==> config.mk <==
export PLATFORM = sky130hd
export DESIGN_NAME = mscc_top
export DESIGN_NICKNAME = d
export VERILOG_FILES = /design/src/rtl/mscc_top.v
export VERILOG_INCLUDE_DIRS = /design/src /design/src/rtl
export SDC_FILE = /design/constraint.sdc
export NUM_CORES = 1
export LEC_CHECK = 0
export BUFFER_PORTS_ARGS = -buffer_cell sky130_fd_sc_hd__buf_2
export CORE_ASPECT_RATIO = 1.5
export CORE_UTILIZATION = 45
export DETAILED_ROUTE_END_ITERATION = 8
export PLACE_DENSITY = 0.64
export SETUP_SLACK_MARGIN = 0.05
export SYNTH_ARGS = -nofsm -noshare
export SYNTH_HDL_FRONTEND = slang
export SYNTH_SLANG_ARGS = --single-unit
==> constraint.sdc <==
create_clock -name clk_i -period 16 [get_ports clk_i]
set_input_delay 3.2 -clock clk_i [delete_from_list [all_inputs] [get_ports clk_i]]
set_output_delay 3.2 -clock clk_i [all_outputs]
set_load 0.01 [all_outputs]
==> src/rtl/mscc_consts.vh <==
// Constants for the modem sync / clear-channel configuration bank.
// Included by rtl/mscc_top.v; holds definitions only.
`ifndef MSCC_CONSTS_VH
`define MSCC_CONSTS_VH

// Register addresses on the decoded register port
`define MSCC_ADDR_MODEM_CONTROL_ONE 6'h12
`define MSCC_ADDR_SIGNAL_STRENGTH 6'h13
`define MSCC_ADDR_FRAME_SYNC_PATTERN 6'h14

// modem_control_one fields
`define MSCC_CORRELATION_THRESHOLD_MSB 10
`define MSCC_CORRELATION_THRESHOLD_LSB 6
`define MSCC_OFFSET_MODE_BIT 5
`define MSCC_PHASE_BIT 4
`define MSCC_TX_MODE_MSB 3
`define MSCC_TX_MODE_LSB 2
`define MSCC_RX_MODE_MSB 1
`define MSCC_RX_MODE_LSB 0
`define MSCC_CTRL_USED_MSB 10

// Reset values
`define MSCC_CORRELATION_THRESHOLD_RST 5'h14
`define MSCC_CLEAR_CHANNEL_THRESHOLD_RST 8'hE0
`define MSCC_STRENGTH_RST 8'h80
`define MSCC_SYNC_RST 16'hA70F

// Test-mode encodings
`define MSCC_TX_BUFFERED 2'h0
`define MSCC_TX_SERIAL 2'h1
`define MSCC_TX_LOOPING 2'h2
`define MSCC_TX_RANDOM 2'h3
`define MSCC_RX_BUFFERED 2'h0
`define MSCC_RX_SERIAL 2'h1
`define MSCC_RX_LOOPING 2'h2

// Sync nibble handling
`define MSCC_SKIP_NIBBLE 4'hF
`define MSCC_ZERO_SYMBOL 4'h0

// Strength averaging depth in symbol periods
`define MSCC_AVG_DEPTH 8
`define MSCC_AVG_SHIFT 3
`define MSCC_AVG_CNT_MAX 4'h8

// Pseudo-random generator (CRC-16 polynomial taps) seed
`define MSCC_PRN_SEED 16'hFFFF

`endif

==> src/rtl/mscc_top.v <==
// Modem configuration bank: correlation threshold, offset filter mode, phase,
// transmit/receive test paths, clear-channel threshold and strength estimate,
// and the frame sync pattern with its transmit/detect logic.
// Assumes a decoded register port (one access per strobe), symbol and bit
// strobes from the modem datapath, all synchronous to clk_i.
`timescale 1ns/100ps
`include "mscc_consts.vh"

module mscc_top (
	// Clock and reset
	input wire clk_i,
	input wire nrst_i,
	// Register port
	input wire [5:0] reg_addr_i,
	input wire [15:0] reg_wdata_i,
	input wire reg_wr_i,
	input wire reg_rd_i,
	output reg [15:0] reg_rdata_o,
	// Demodulator front
	input wire [4:0] corr_value_i,
	input wire preamble_match_i,
	input wire frame_end_i,
	output wire sfd_search_en_o,
	output wire offset_filter_update_o,
	output wire phase_reverse_o,
	// Transmit path
	input wire tx_bit_strobe_i,
	input wire tx_fifo_bit_i,
	input wire tx_fifo_empty_i,
	input wire tx_serial_i,
	input wire [1:0] tx_sync_index_i,
	output wire tx_fifo_read_o,
	output wire tx_fifo_wrap_o,
	output wire tx_continuous_o,
	output reg tx_underflow_o,
	output reg tx_bit_o,
	output wire [3:0] tx_sync_symbol_o,
	// Receive path
	input wire rx_bit_strobe_i,
	input wire rx_bit_i,
	input wire rx_fifo_full_i,
	input wire rx_symbol_strobe_i,
	input wire [3:0] rx_symbol_i,
	output wire rx_fifo_write_o,
	output wire rx_fifo_wrap_o,
	output wire rx_continuous_o,
	output reg rx_overflow_o,
	output reg rx_serial_data_o,
	output reg rx_serial_valid_o,
	output reg sync_detect_o,
	// Signal strength and clear channel
	input wire rx_enabled_i,
	input wire symbol_tick_i,
	input wire [7:0] strength_sample_i,
	input wire [2:0] clear_channel_hysteresis_i,
	output reg strength_estimate_valid_o,
	output reg clear_channel_o
);

	reg rst_meta_r, rst_sync_r, offset_filter_update_mode_r, phase_reverse_r;
	reg preamble_locked_r, seq_match;
	reg [4:0] correlation_threshold_r;
	reg [1:0] tx_mode_r, rx_mode_r;
	reg [7:0] clear_channel_threshold_r, signal_strength_estimate_r;
	reg [15:0] frame_sync_pattern_r, prn_r, req_list;
	reg [3:0] avg_cnt_r;
	reg [7:0] win_r [0:`MSCC_AVG_DEPTH-1];
	reg [3:0] hist_r [0:3];
	reg [19:0] seq_view;
	reg [10:0] win_sum;
	reg [2:0] req_cnt;
	integer k;
	wire rst_n, prn_fb;
	wire [10:0] avg_full;
	wire [8:0] clear_level, strength_ext, thr_ext;
	genvar g;

	// Reset release through two flops; only the second is used downstream
	always @(posedge clk_i or negedge nrst_i) begin
		if (!nrst_i) begin
			rst_meta_r <= 1'b0;
			rst_sync_r <= 1'b0;
		end else begin
			rst_meta_r <= 1'b1;
			rst_sync_r <= rst_meta_r;
		end
	end
	assign rst_n = rst_sync_r;

	// Register writes
	always @(posedge clk_i or negedge rst_n) begin
		if (!rst_n) begin
			correlation_threshold_r <= `MSCC_CORRELATION_THRESHOLD_RST;
			offset_filter_update_mode_r <= 1'b0;
			phase_reverse_r <= 1'b0;
			tx_mode_r <= `MSCC_TX_BUFFERED;
			rx_mode_r <= `MSCC_RX_BUFFERED;
			clear_channel_threshold_r <= `MSCC_CLEAR_CHANNEL_THRESHOLD_RST;
			frame_sync_pattern_r <= `MSCC_SYNC_RST;
		end else if (reg_wr_i) begin
			// modem_control_one bits 15:11 have no storage behind them and the estimate byte is read-only
			case (reg_addr_i)
				`MSCC_ADDR_MODEM_CONTROL_ONE: begin
					correlation_threshold_r <=
						reg_wdata_i[`MSCC_CORRELATION_THRESHOLD_MSB:`MSCC_CORRELATION_THRESHOLD_LSB];
					offset_filter_update_mode_r <= reg_wdata_i[`MSCC_OFFSET_MODE_BIT];
					phase_reverse_r <= reg_wdata_i[`MSCC_PHASE_BIT];
					tx_mode_r <= reg_wdata_i[`MSCC_TX_MODE_MSB:`MSCC_TX_MODE_LSB];
					rx_mode_r <= reg_wdata_i[`MSCC_RX_MODE_MSB:`MSCC_RX_MODE_LSB];
				end
				`MSCC_ADDR_SIGNAL_STRENGTH: clear_channel_threshold_r <= reg_wdata_i[15:8];
				`MSCC_ADDR_FRAME_SYNC_PATTERN: frame_sync_pattern_r <= reg_wdata_i;
				default: ;
			endcase
		end
	end

	// Register reads, registered one cycle after the read strobe
	always @(posedge clk_i or negedge rst_n) begin
		if (!rst_n) begin
			reg_rdata_o <= 16'h0000;
		end else if (reg_rd_i) begin
			case (reg_addr_i)
				`MSCC_ADDR_MODEM_CONTROL_ONE: begin
					reg_rdata_o <= {5'h00, correlation_threshold_r, offset_filter_update_mode_r,
						phase_reverse_r, tx_mode_r, rx_mode_r};
				end
				`MSCC_ADDR_SIGNAL_STRENGTH: reg_rdata_o <=
					{clear_channel_threshold_r, signal_strength_estimate_r};
				`MSCC_ADDR_FRAME_SYNC_PATTERN: reg_rdata_o <= frame_sync_pattern_r;
				default: reg_rdata_o <= 16'h0000;
			endcase
		end
	end

	// Demodulator controls
	assign sfd_search_en_o = (corr_value_i >= correlation_threshold_r);
	assign phase_reverse_o = phase_reverse_r;

	// Preamble lock holds until the frame ends
	always @(posedge clk_i or negedge rst_n) begin
		if (!rst_n) begin
			preamble_locked_r <= 1'b0;
		end else if (frame_end_i) begin
			preamble_locked_r <= 1'b0;
		end else if (preamble_match_i) begin
			preamble_locked_r <= 1'b1;
		end
	end
	assign offset_filter_update_o = offset_filter_update_mode_r |
		~(preamble_locked_r | preamble_match_i);

	// Transmit path selection
	assign tx_fifo_read_o = tx_bit_strobe_i &
		((tx_mode_r == `MSCC_TX_BUFFERED) | (tx_mode_r == `MSCC_TX_LOOPING));
	assign tx_fifo_wrap_o = (tx_mode_r == `MSCC_TX_LOOPING);
	assign tx_continuous_o = (tx_mode_r != `MSCC_TX_BUFFERED);
	assign prn_fb = prn_r[15];

	always @(posedge clk_i or negedge rst_n) begin
		if (!rst_n) begin
			tx_bit_o <= 1'b0;
			tx_underflow_o <= 1'b0;
			prn_r <= `MSCC_PRN_SEED;
		end else begin
			// Looping mode never reports underflow
			tx_underflow_o <= tx_bit_strobe_i & tx_fifo_empty_i &
				(tx_mode_r == `MSCC_TX_BUFFERED);
			if (tx_bit_strobe_i) begin
				case (tx_mode_r)
					`MSCC_TX_SERIAL: tx_bit_o <= tx_serial_i;
					`MSCC_TX_RANDOM: tx_bit_o <= prn_fb;
					default: tx_bit_o <= tx_fifo_bit_i;
				endcase
				if (tx_mode_r == `MSCC_TX_RANDOM) begin
					// CRC-16 register stepped once per transmit bit strobe as the random source
					prn_r <= {prn_r[14:12], prn_r[11] ^ prn_fb, prn_r[10:5],
						prn_r[4] ^ prn_fb, prn_r[3:0], prn_fb};
				end
			end
		end
	end

	// Transmit sync symbols: F nibbles go out as zero symbols
	assign tx_sync_symbol_o =
		(frame_sync_pattern_r[tx_sync_index_i*4 +: 4] == `MSCC_SKIP_NIBBLE) ?
		`MSCC_ZERO_SYMBOL : frame_sync_pattern_r[tx_sync_index_i*4 +: 4];

	// Receive path selection; the reserved mode writes nothing and drives nothing
	assign rx_fifo_write_o = rx_bit_strobe_i &
		((rx_mode_r == `MSCC_RX_BUFFERED) | (rx_mode_r == `MSCC_RX_LOOPING));
	assign rx_fifo_wrap_o = (rx_mode_r == `MSCC_RX_LOOPING);
	assign rx_continuous_o = (rx_mode_r == `MSCC_RX_SERIAL) |
		(rx_mode_r == `MSCC_RX_LOOPING);

	always @(posedge clk_i or negedge rst_n) begin
		if (!rst_n) begin
			rx_serial_data_o <= 1'b0;
			rx_serial_valid_o <= 1'b0;
			rx_overflow_o <= 1'b0;
		end else begin
			rx_overflow_o <= rx_bit_strobe_i & rx_fifo_full_i &
				(rx_mode_r == `MSCC_RX_BUFFERED);
			rx_serial_valid_o <= rx_bit_strobe_i & (rx_mode_r == `MSCC_RX_SERIAL);
			if (rx_bit_strobe_i && rx_mode_r == `MSCC_RX_SERIAL) begin
				rx_serial_data_o <= rx_bit_i;
			end
		end
	end

	// Received symbol history, newest at index 0
	generate
		for (g = 0; g < 4; g = g + 1) begin : g_hist
			always @(posedge clk_i or negedge rst_n) begin
				if (!rst_n) begin
					hist_r[g] <= 4'hF;
				end else if (rx_symbol_strobe_i) begin
					hist_r[g] <= (g == 0) ? rx_symbol_i : hist_r[(g == 0) ? 0 : g - 1];
				end
			end
		end
	endgenerate

	// Compact the required nibbles, least significant first, then compare them
	// against the history plus the symbol arriving now, so the detect pulse
	// follows the completing strobe; one zero symbol must lead the first one
	always @* begin
		seq_view = {hist_r[3], hist_r[2], hist_r[1], hist_r[0], rx_symbol_i};
		req_list = 16'h0000;
		req_cnt = 3'h0;
		seq_match = 1'b1;
		for (k = 0; k < 4; k = k + 1) begin
			if (frame_sync_pattern_r[k*4 +: 4] != `MSCC_SKIP_NIBBLE) begin
				req_list[req_cnt*4 +: 4] = frame_sync_pattern_r[k*4 +: 4];
				req_cnt = req_cnt + 3'h1;
			end
		end
		for (k = 0; k < 4; k = k + 1) begin
			if (k < req_cnt && seq_view[(req_cnt - 1 - k)*4 +: 4] != req_list[k*4 +: 4]) begin
				seq_match = 1'b0;
			end
		end
		if (seq_view[req_cnt*4 +: 4] != `MSCC_ZERO_SYMBOL) begin
			seq_match = 1'b0;
		end
	end

	always @(posedge clk_i or negedge rst_n) begin
		if (!rst_n) begin
			sync_detect_o <= 1'b0;
		end else begin
			// Matches only count while the correlator allows the search
			sync_detect_o <= rx_symbol_strobe_i & seq_match & sfd_search_en_o;
		end
	end

	// Strength averaging window, one sample per symbol tick
	generate
		for (g = 0; g < `MSCC_AVG_DEPTH; g = g + 1) begin : g_win
			always @(posedge clk_i or negedge rst_n) begin
				if (!rst_n) begin
					win_r[g] <= 8'h00;
				end else if (rx_enabled_i && symbol_tick_i) begin
					win_r[g] <= (g == 0) ? strength_sample_i : win_r[(g == 0) ? 0 : g - 1];
				end
			end
		end
	endgenerate

	always @* begin
		win_sum = 11'h000;
		for (k = 0; k < `MSCC_AVG_DEPTH; k = k + 1) begin
			win_sum = win_sum + {{3{win_r[k][7]}}, win_r[k]};
		end
	end
	assign avg_full = $signed(win_sum) >>> `MSCC_AVG_SHIFT;

	always @(posedge clk_i or negedge rst_n) begin
		if (!rst_n) begin
			avg_cnt_r <= 4'h0;
			strength_estimate_valid_o <= 1'b0;
			signal_strength_estimate_r <= `MSCC_STRENGTH_RST;
		end else if (!rx_enabled_i) begin
			// Leaving receive discards the window; estimate reads invalid again
			avg_cnt_r <= 4'h0;
			strength_estimate_valid_o <= 1'b0;
			signal_strength_estimate_r <= `MSCC_STRENGTH_RST;
		end else begin
			if (symbol_tick_i && avg_cnt_r != `MSCC_AVG_CNT_MAX) begin
				avg_cnt_r <= avg_cnt_r + 4'h1;
			end
			strength_estimate_valid_o <= (avg_cnt_r == `MSCC_AVG_CNT_MAX);
			if (avg_cnt_r == `MSCC_AVG_CNT_MAX) begin
				signal_strength_estimate_r <= avg_full[7:0];
			end
		end
	end

	// Clear channel with hysteresis: set below threshold minus hysteresis,
	// cleared at or above threshold, held in between
	assign strength_ext = {signal_strength_estimate_r[7], signal_strength_estimate_r};
	assign thr_ext = {clear_channel_threshold_r[7], clear_channel_threshold_r};
	assign clear_level = thr_ext - {6'h00, clear_channel_hysteresis_i};

	always @(posedge clk_i or negedge rst_n) begin
		if (!rst_n) begin
			clear_channel_o <= 1'b0;
		end else if (!strength_estimate_valid_o) begin
			clear_channel_o <= 1'b0;
		end else if ($signed(strength_ext) < $signed(clear_level)) begin
			clear_channel_o <= 1'b1;
		end else if ($signed(strength_ext) >= $signed(thr_ext)) begin
			clear_channel_o <= 1'b0;
		end
	end
endmodule // mscc_top

* Yosys cells after proc, flatten, opt, wreduce, memory -nomap -nowiden
Cells that the tools add are included.
Cells by class: reduce and logical (&&, ||, !) cells 16, add/subtract/negate cells 19, magnitude comparators 7, eq/ne operators 22, shifts and indexed selects 12, mux-type cells 29, bitwise operators 17
Operator list (count):
- indexed part select 20 x 33 -> 4 bit | 4
- negator 5 -> 34 bit | 3
- variable shift 4 x 34 -> 16 bit, first input constant | 3
- indexed part select 4 x 34 -> 16 bit | 3
- bitwise mux 16 bit | 3
- two-way mux 16 bit | 3
- one-hot mux 16 bit (3 select lines) | 1
- adder 11 bit | 4
- subtractor 30 x 1 -> 30 bit, second input constant | 1
- subtractor 30 x 2 -> 30 bit, second input constant | 1
- inequality test 4 bit, second input constant | 5
- indexed part select 20 x 6 -> 4 bit | 1
- equality test 6 x 5 -> 1 bit, second input constant | 3
- two-way mux 4 bit | 4
- two-way mux 8 bit | 2
- inequality test 4 bit | 4
- indexed part select 16 x 5 -> 4 bit | 1
- two-way mux 1 bit | 12
- adder 10 x 8 -> 11 bit | 1
- adder 9 x 8 -> 10 bit | 1
- adder 3 x 1 -> 3 bit, second input constant | 3
- adder 8 x 8 -> 9 bit | 1
- bitwise AND 1 bit | 9
- < comparator 8 x 9 -> 1 bit | 1
- 23 further kinds | 48
Word-level totals: output and inout bits 37, input port bits 60, word-level logic and storage cells 156, flip-flop bits (word level) 170

* Depth between registers and ports, before layout
word-level depth 19, mapped depth 24, mapped depth without buffers 22

* Worst setup path after synthesis
No wires, ideal clock.
kind input -> output, start point input corr_value_i[0], end point output sfd_search_en_o, data required time 12.800 ns, path buffers 0, slack 8.603 ns, stages 8, data arrival time 4.197 ns, cells stage by stage inv_1 ha_1 nand2b_1 a21o_1 a21oi_1 nor2b_1 o21ai_0 nand2b_1
On the way: word-level cells in the longest chain between the ends 1
RTL lines:
- from (decl) | line mscc_top.v:20 | input wire [4:0] corr_value_i,
- greater-or-equal comparator 5 bit | line mscc_top.v:137 | assign sfd_search_en_o = (corr_value_i >= correlation_threshold_r);
- to (decl) | line mscc_top.v:23 | output wire sfd_search_en_o,
No other way between the ends.

* Final worst setup path
Ends and elaborated chain as after synthesis.

==> metrics.csv <==
stage,metric,value,unit
yosys,yosys.area.top_type,dfrtp_1,
yosys,yosysSeqAreaShare,0.397,
cells_and_area,n_fill_cell,2135,
clock_tree,cts_root_buf,clkbuf_16,
sta,hold_violations,0,
sta,setup_violations,0,
run_status,status,finished clean,
yosys,synth-edff-count,0,
pwr,ir_worst_vdd,0.000229,V
floorplan,ioPinCount,97,
detailed_routing,first_pass_iters,5,
clock_tree,clockBufferDepth,2,
clock_tree,clk_latency,0.43,ns
yosys,yosys_warnings,0,
yosys,ys_ff_latch,170,
placement,place.gp.congestion,0.896,
cells_and_area,seqCellArea,4320,sq um
floorplan,core_area,23700,sq um
sta,worst_slew_pin_slew,0.914,ns
sta,min_period_over_period,0.488,
detailed_routing,drc,0,
yosys,synth_top_area_share,0.283,
floorplan,die_area,24800,sq um
placement,dp.final_hpwl,17.3,mm
clock_tree,path_clk_slew,0.06,ns
grt,grt_pass1_wl,38.2,mm
yosys,async_flop_share,1.00,
yosys,post_synth.cell_area_avg,11.3,sq um
critical_path,cp-end-kind,output port,
job,max_cap_viol_count,0,
clock_tree,cts_tree,yes,
placement,io_buffers,96,
yosys,synth_area_leaders,"dfrtp_1 28%, mux2_2 12%, dfstp_2 11%",
grt,grt_pass1_vias,7630,
placement,dpl.cell_count,1341,
yosys,synthCells,965,
critical_path,cp.arrival,4.60,ns
cells_and_area,postLayoutCoreUtil,0.510,
clock_tree,holdBufCountCts,0,
clock_tree,clock_sinks,170,
clock_tree,htreeDepth,4,
critical_path,setup.worst_path.start_class,input pin,
sta,finalCriticalPeriod,7.80,ns
sta,fmax,0.128,GHz
clock_tree,ctsResizeCount,0,
detailed_routing,viasPerCell,5.42,
cells_and_area,multi_input_area,5960,sq um
pwr,p_leak,5.52,nW
yosys,synthesis.nets,1128,
grt,grt_max_degree,80,
detailed_routing,drt_iter0_drc,511,
detailed_routing,wl,22.8,mm
grt,antenna_found_initial,1,
yosys,ys.flop_type,dfrtp_1,
cells_and_area,final_cell_mix,"122 x dfrtp_1, 120 x mux2_2, 96 x buf_2",
floorplan,rows,69,
cells_and_area,final_cells,1373,
cells_and_area,diodes,0,
critical_path,critPathRequiredTime,12.80,ns
critical_path,worst-setup-path-type,input pin to output port,
sta,slew_violations,0,
yosys,syn-cell-area,10900,sq um
sta,fin_worst_skew,0.0102,ns
floorplan,die_x,129,um
grt,grtUsageTotal,0.200,
cells_and_area,drive_gt1_frac,0.306,
clock_tree,post_cts_buffers,0,
detailed_routing,wl_per_cell,16.6,um
min_path,worstHoldPathType,flop to async pin,
sta,tns,0,ns
cells_and_area,final_common_cell,dfrtp_1,
sta,maxSlewHeadroom,0.390,
critical_path,crit_fanout,2,
detailed_routing,postRouteAntennaNets,0,
grt,grt.overflow.total,0,
cells_and_area,area_delta_synth_final,11.4,%
sta,rsz0062_at_grt,no,
floorplan,die_height,192,um
clock_tree,cts_buffers,17,
pwr,power.density,222,nW/um^2
cells_and_area,nNetsFinal,1204,
floorplan,initial_core_util,0.458,
sta,whs,0.232,ns
yosys,synthDistinctLibCells,74,
detailed_routing,vias,7443,
## through the flow
step,instance area (sq um),setup WS [ns],power [W]
final,12100,8.20,0.00269
after global routing,12100,8.07,0.00303
after CTS,12100,8.18,0.00276
after detailed placement,11500,8.17,0.00234
after global placement,11500,8.17,0.00228
after floorplan,10900,8.60,0.00199
## area by class of cell
cell class,count,area share
Clock buffer,19,0.0366
Clock inverter,13,0.0119
Inverter,89,0.0276
Multi-Input combinational cell,663,0.492
Sequential cell,170,0.356
Tap cell,319,0.0330
Timing Repair Buffer,100,0.0422
## power by group
part | total, W | leakage (nW) | internal, W | switching, W
Clock | 0.000412 | 0.276 | 0.000235 | 0.000177
Sequential | 0.000598 | 2.07 | 0.000515 | 0.0000830
Combinational | 0.00168 | 3.18 | 0.000824 | 0.000860
Total | 0.00269 | 5.52 | 0.00157 | 0.00112
## state kept, by name (all words and copies together), names as in the netlist, 2 cells and up
signal,flops
avg_cnt_r,4
prn_r,16
clear_channel_threshold_r,8
correlation_threshold_r,5
hist_r,16
signal_strength_estimate_r,8
frame_sync_pattern_r,16
rx_mode_r,2
tx_mode_r,2
win_r,64
reg_rdata_o,16
## final timing paths
kind / start / end / slack, ns / depth (start not counted)
max in group asynchronous: nrst_i / rst_n / 13.35 / 1
min in group clk_i: rst_meta_r / rst_n / 0.36 / 0
setup reg to reg: frame_sync_pattern_r[5] / sync_detect_o / 9.75 / 18
hold reg to reg: rst_n / tx_bit_o / 0.23 / 0
setup / recovery: corr_value_i[0] / sfd_search_en_o / 8.20 / 10
hold / removal: rst_n / tx_bit_o / 0.23 / 0
## layer usage
layer  vias to the layer above  part of all wire  global-route usage
met5                         -           0.00057                   0
met4                         2             0.026              0.0851
met3                        44             0.036              0.0355
met2                       166              0.53               0.359
met1                      3698              0.41               0.233
li1                       3533                 -                   -
## cells in the mapped netlist (4+ instances only)
cell         n
buf_6        9
nor3_1       4
nor2b_1      9
dfstp_2     47
nor2_1      59
a21o_1       5
fa_1        52
a22oi_1     15
nor4b_1      5
o21ai_0     32
buf_1        7
xor2_1       6
nand3b_1     5
a221oi_1     8
and3_1       4
a211oi_1     4
xnor2_1     24
buf_4        5
nand2_1     44
mux2_2     120
o2bb2ai_1    5
ha_1        51
clkbuf_1    20
nand4_1     21
mux2i_1     31
nand2b_1     4
nand3_1      9
a21oi_1     56
a41oi_1      7
o21a_1       8
and2_1      15
inv_1       86
dfrtp_1    123
## critical path, cell delays in order
cell      delay (ns)
buf_2           0.08
inv_1           0.03
ha_1            0.27
nand2b_1        0.14
a21o_1          0.17
a21oi_1         0.14
nor2b_1         0.06
o21ai_0         0.15
nand2b_1        0.18
buf_2           0.19
## logic make-up (layout without fill, tap and decap cells)
| family | count (synthesis) | after routing | share of synthesized area |
|---|---|---|---|
| buffers and inverters | 132 | 221 | 0.0550 |
| multiplexers | 157 | 157 | 0.165 |
| AO/OA/AOI/OAI | 169 | 169 | 0.100 |
| adder cells (fa/ha/maj) | 103 | 103 | 0.154 |
| other | 1 | 1 | 0.000345 |
| AND/OR/NAND/NOR | 201 | 201 | 0.0992 |
| XOR/XNOR | 32 | 32 | 0.0289 |
| flip-flops | 170 | 170 | 0.397 |
Power figures use the tool's default switching activity.
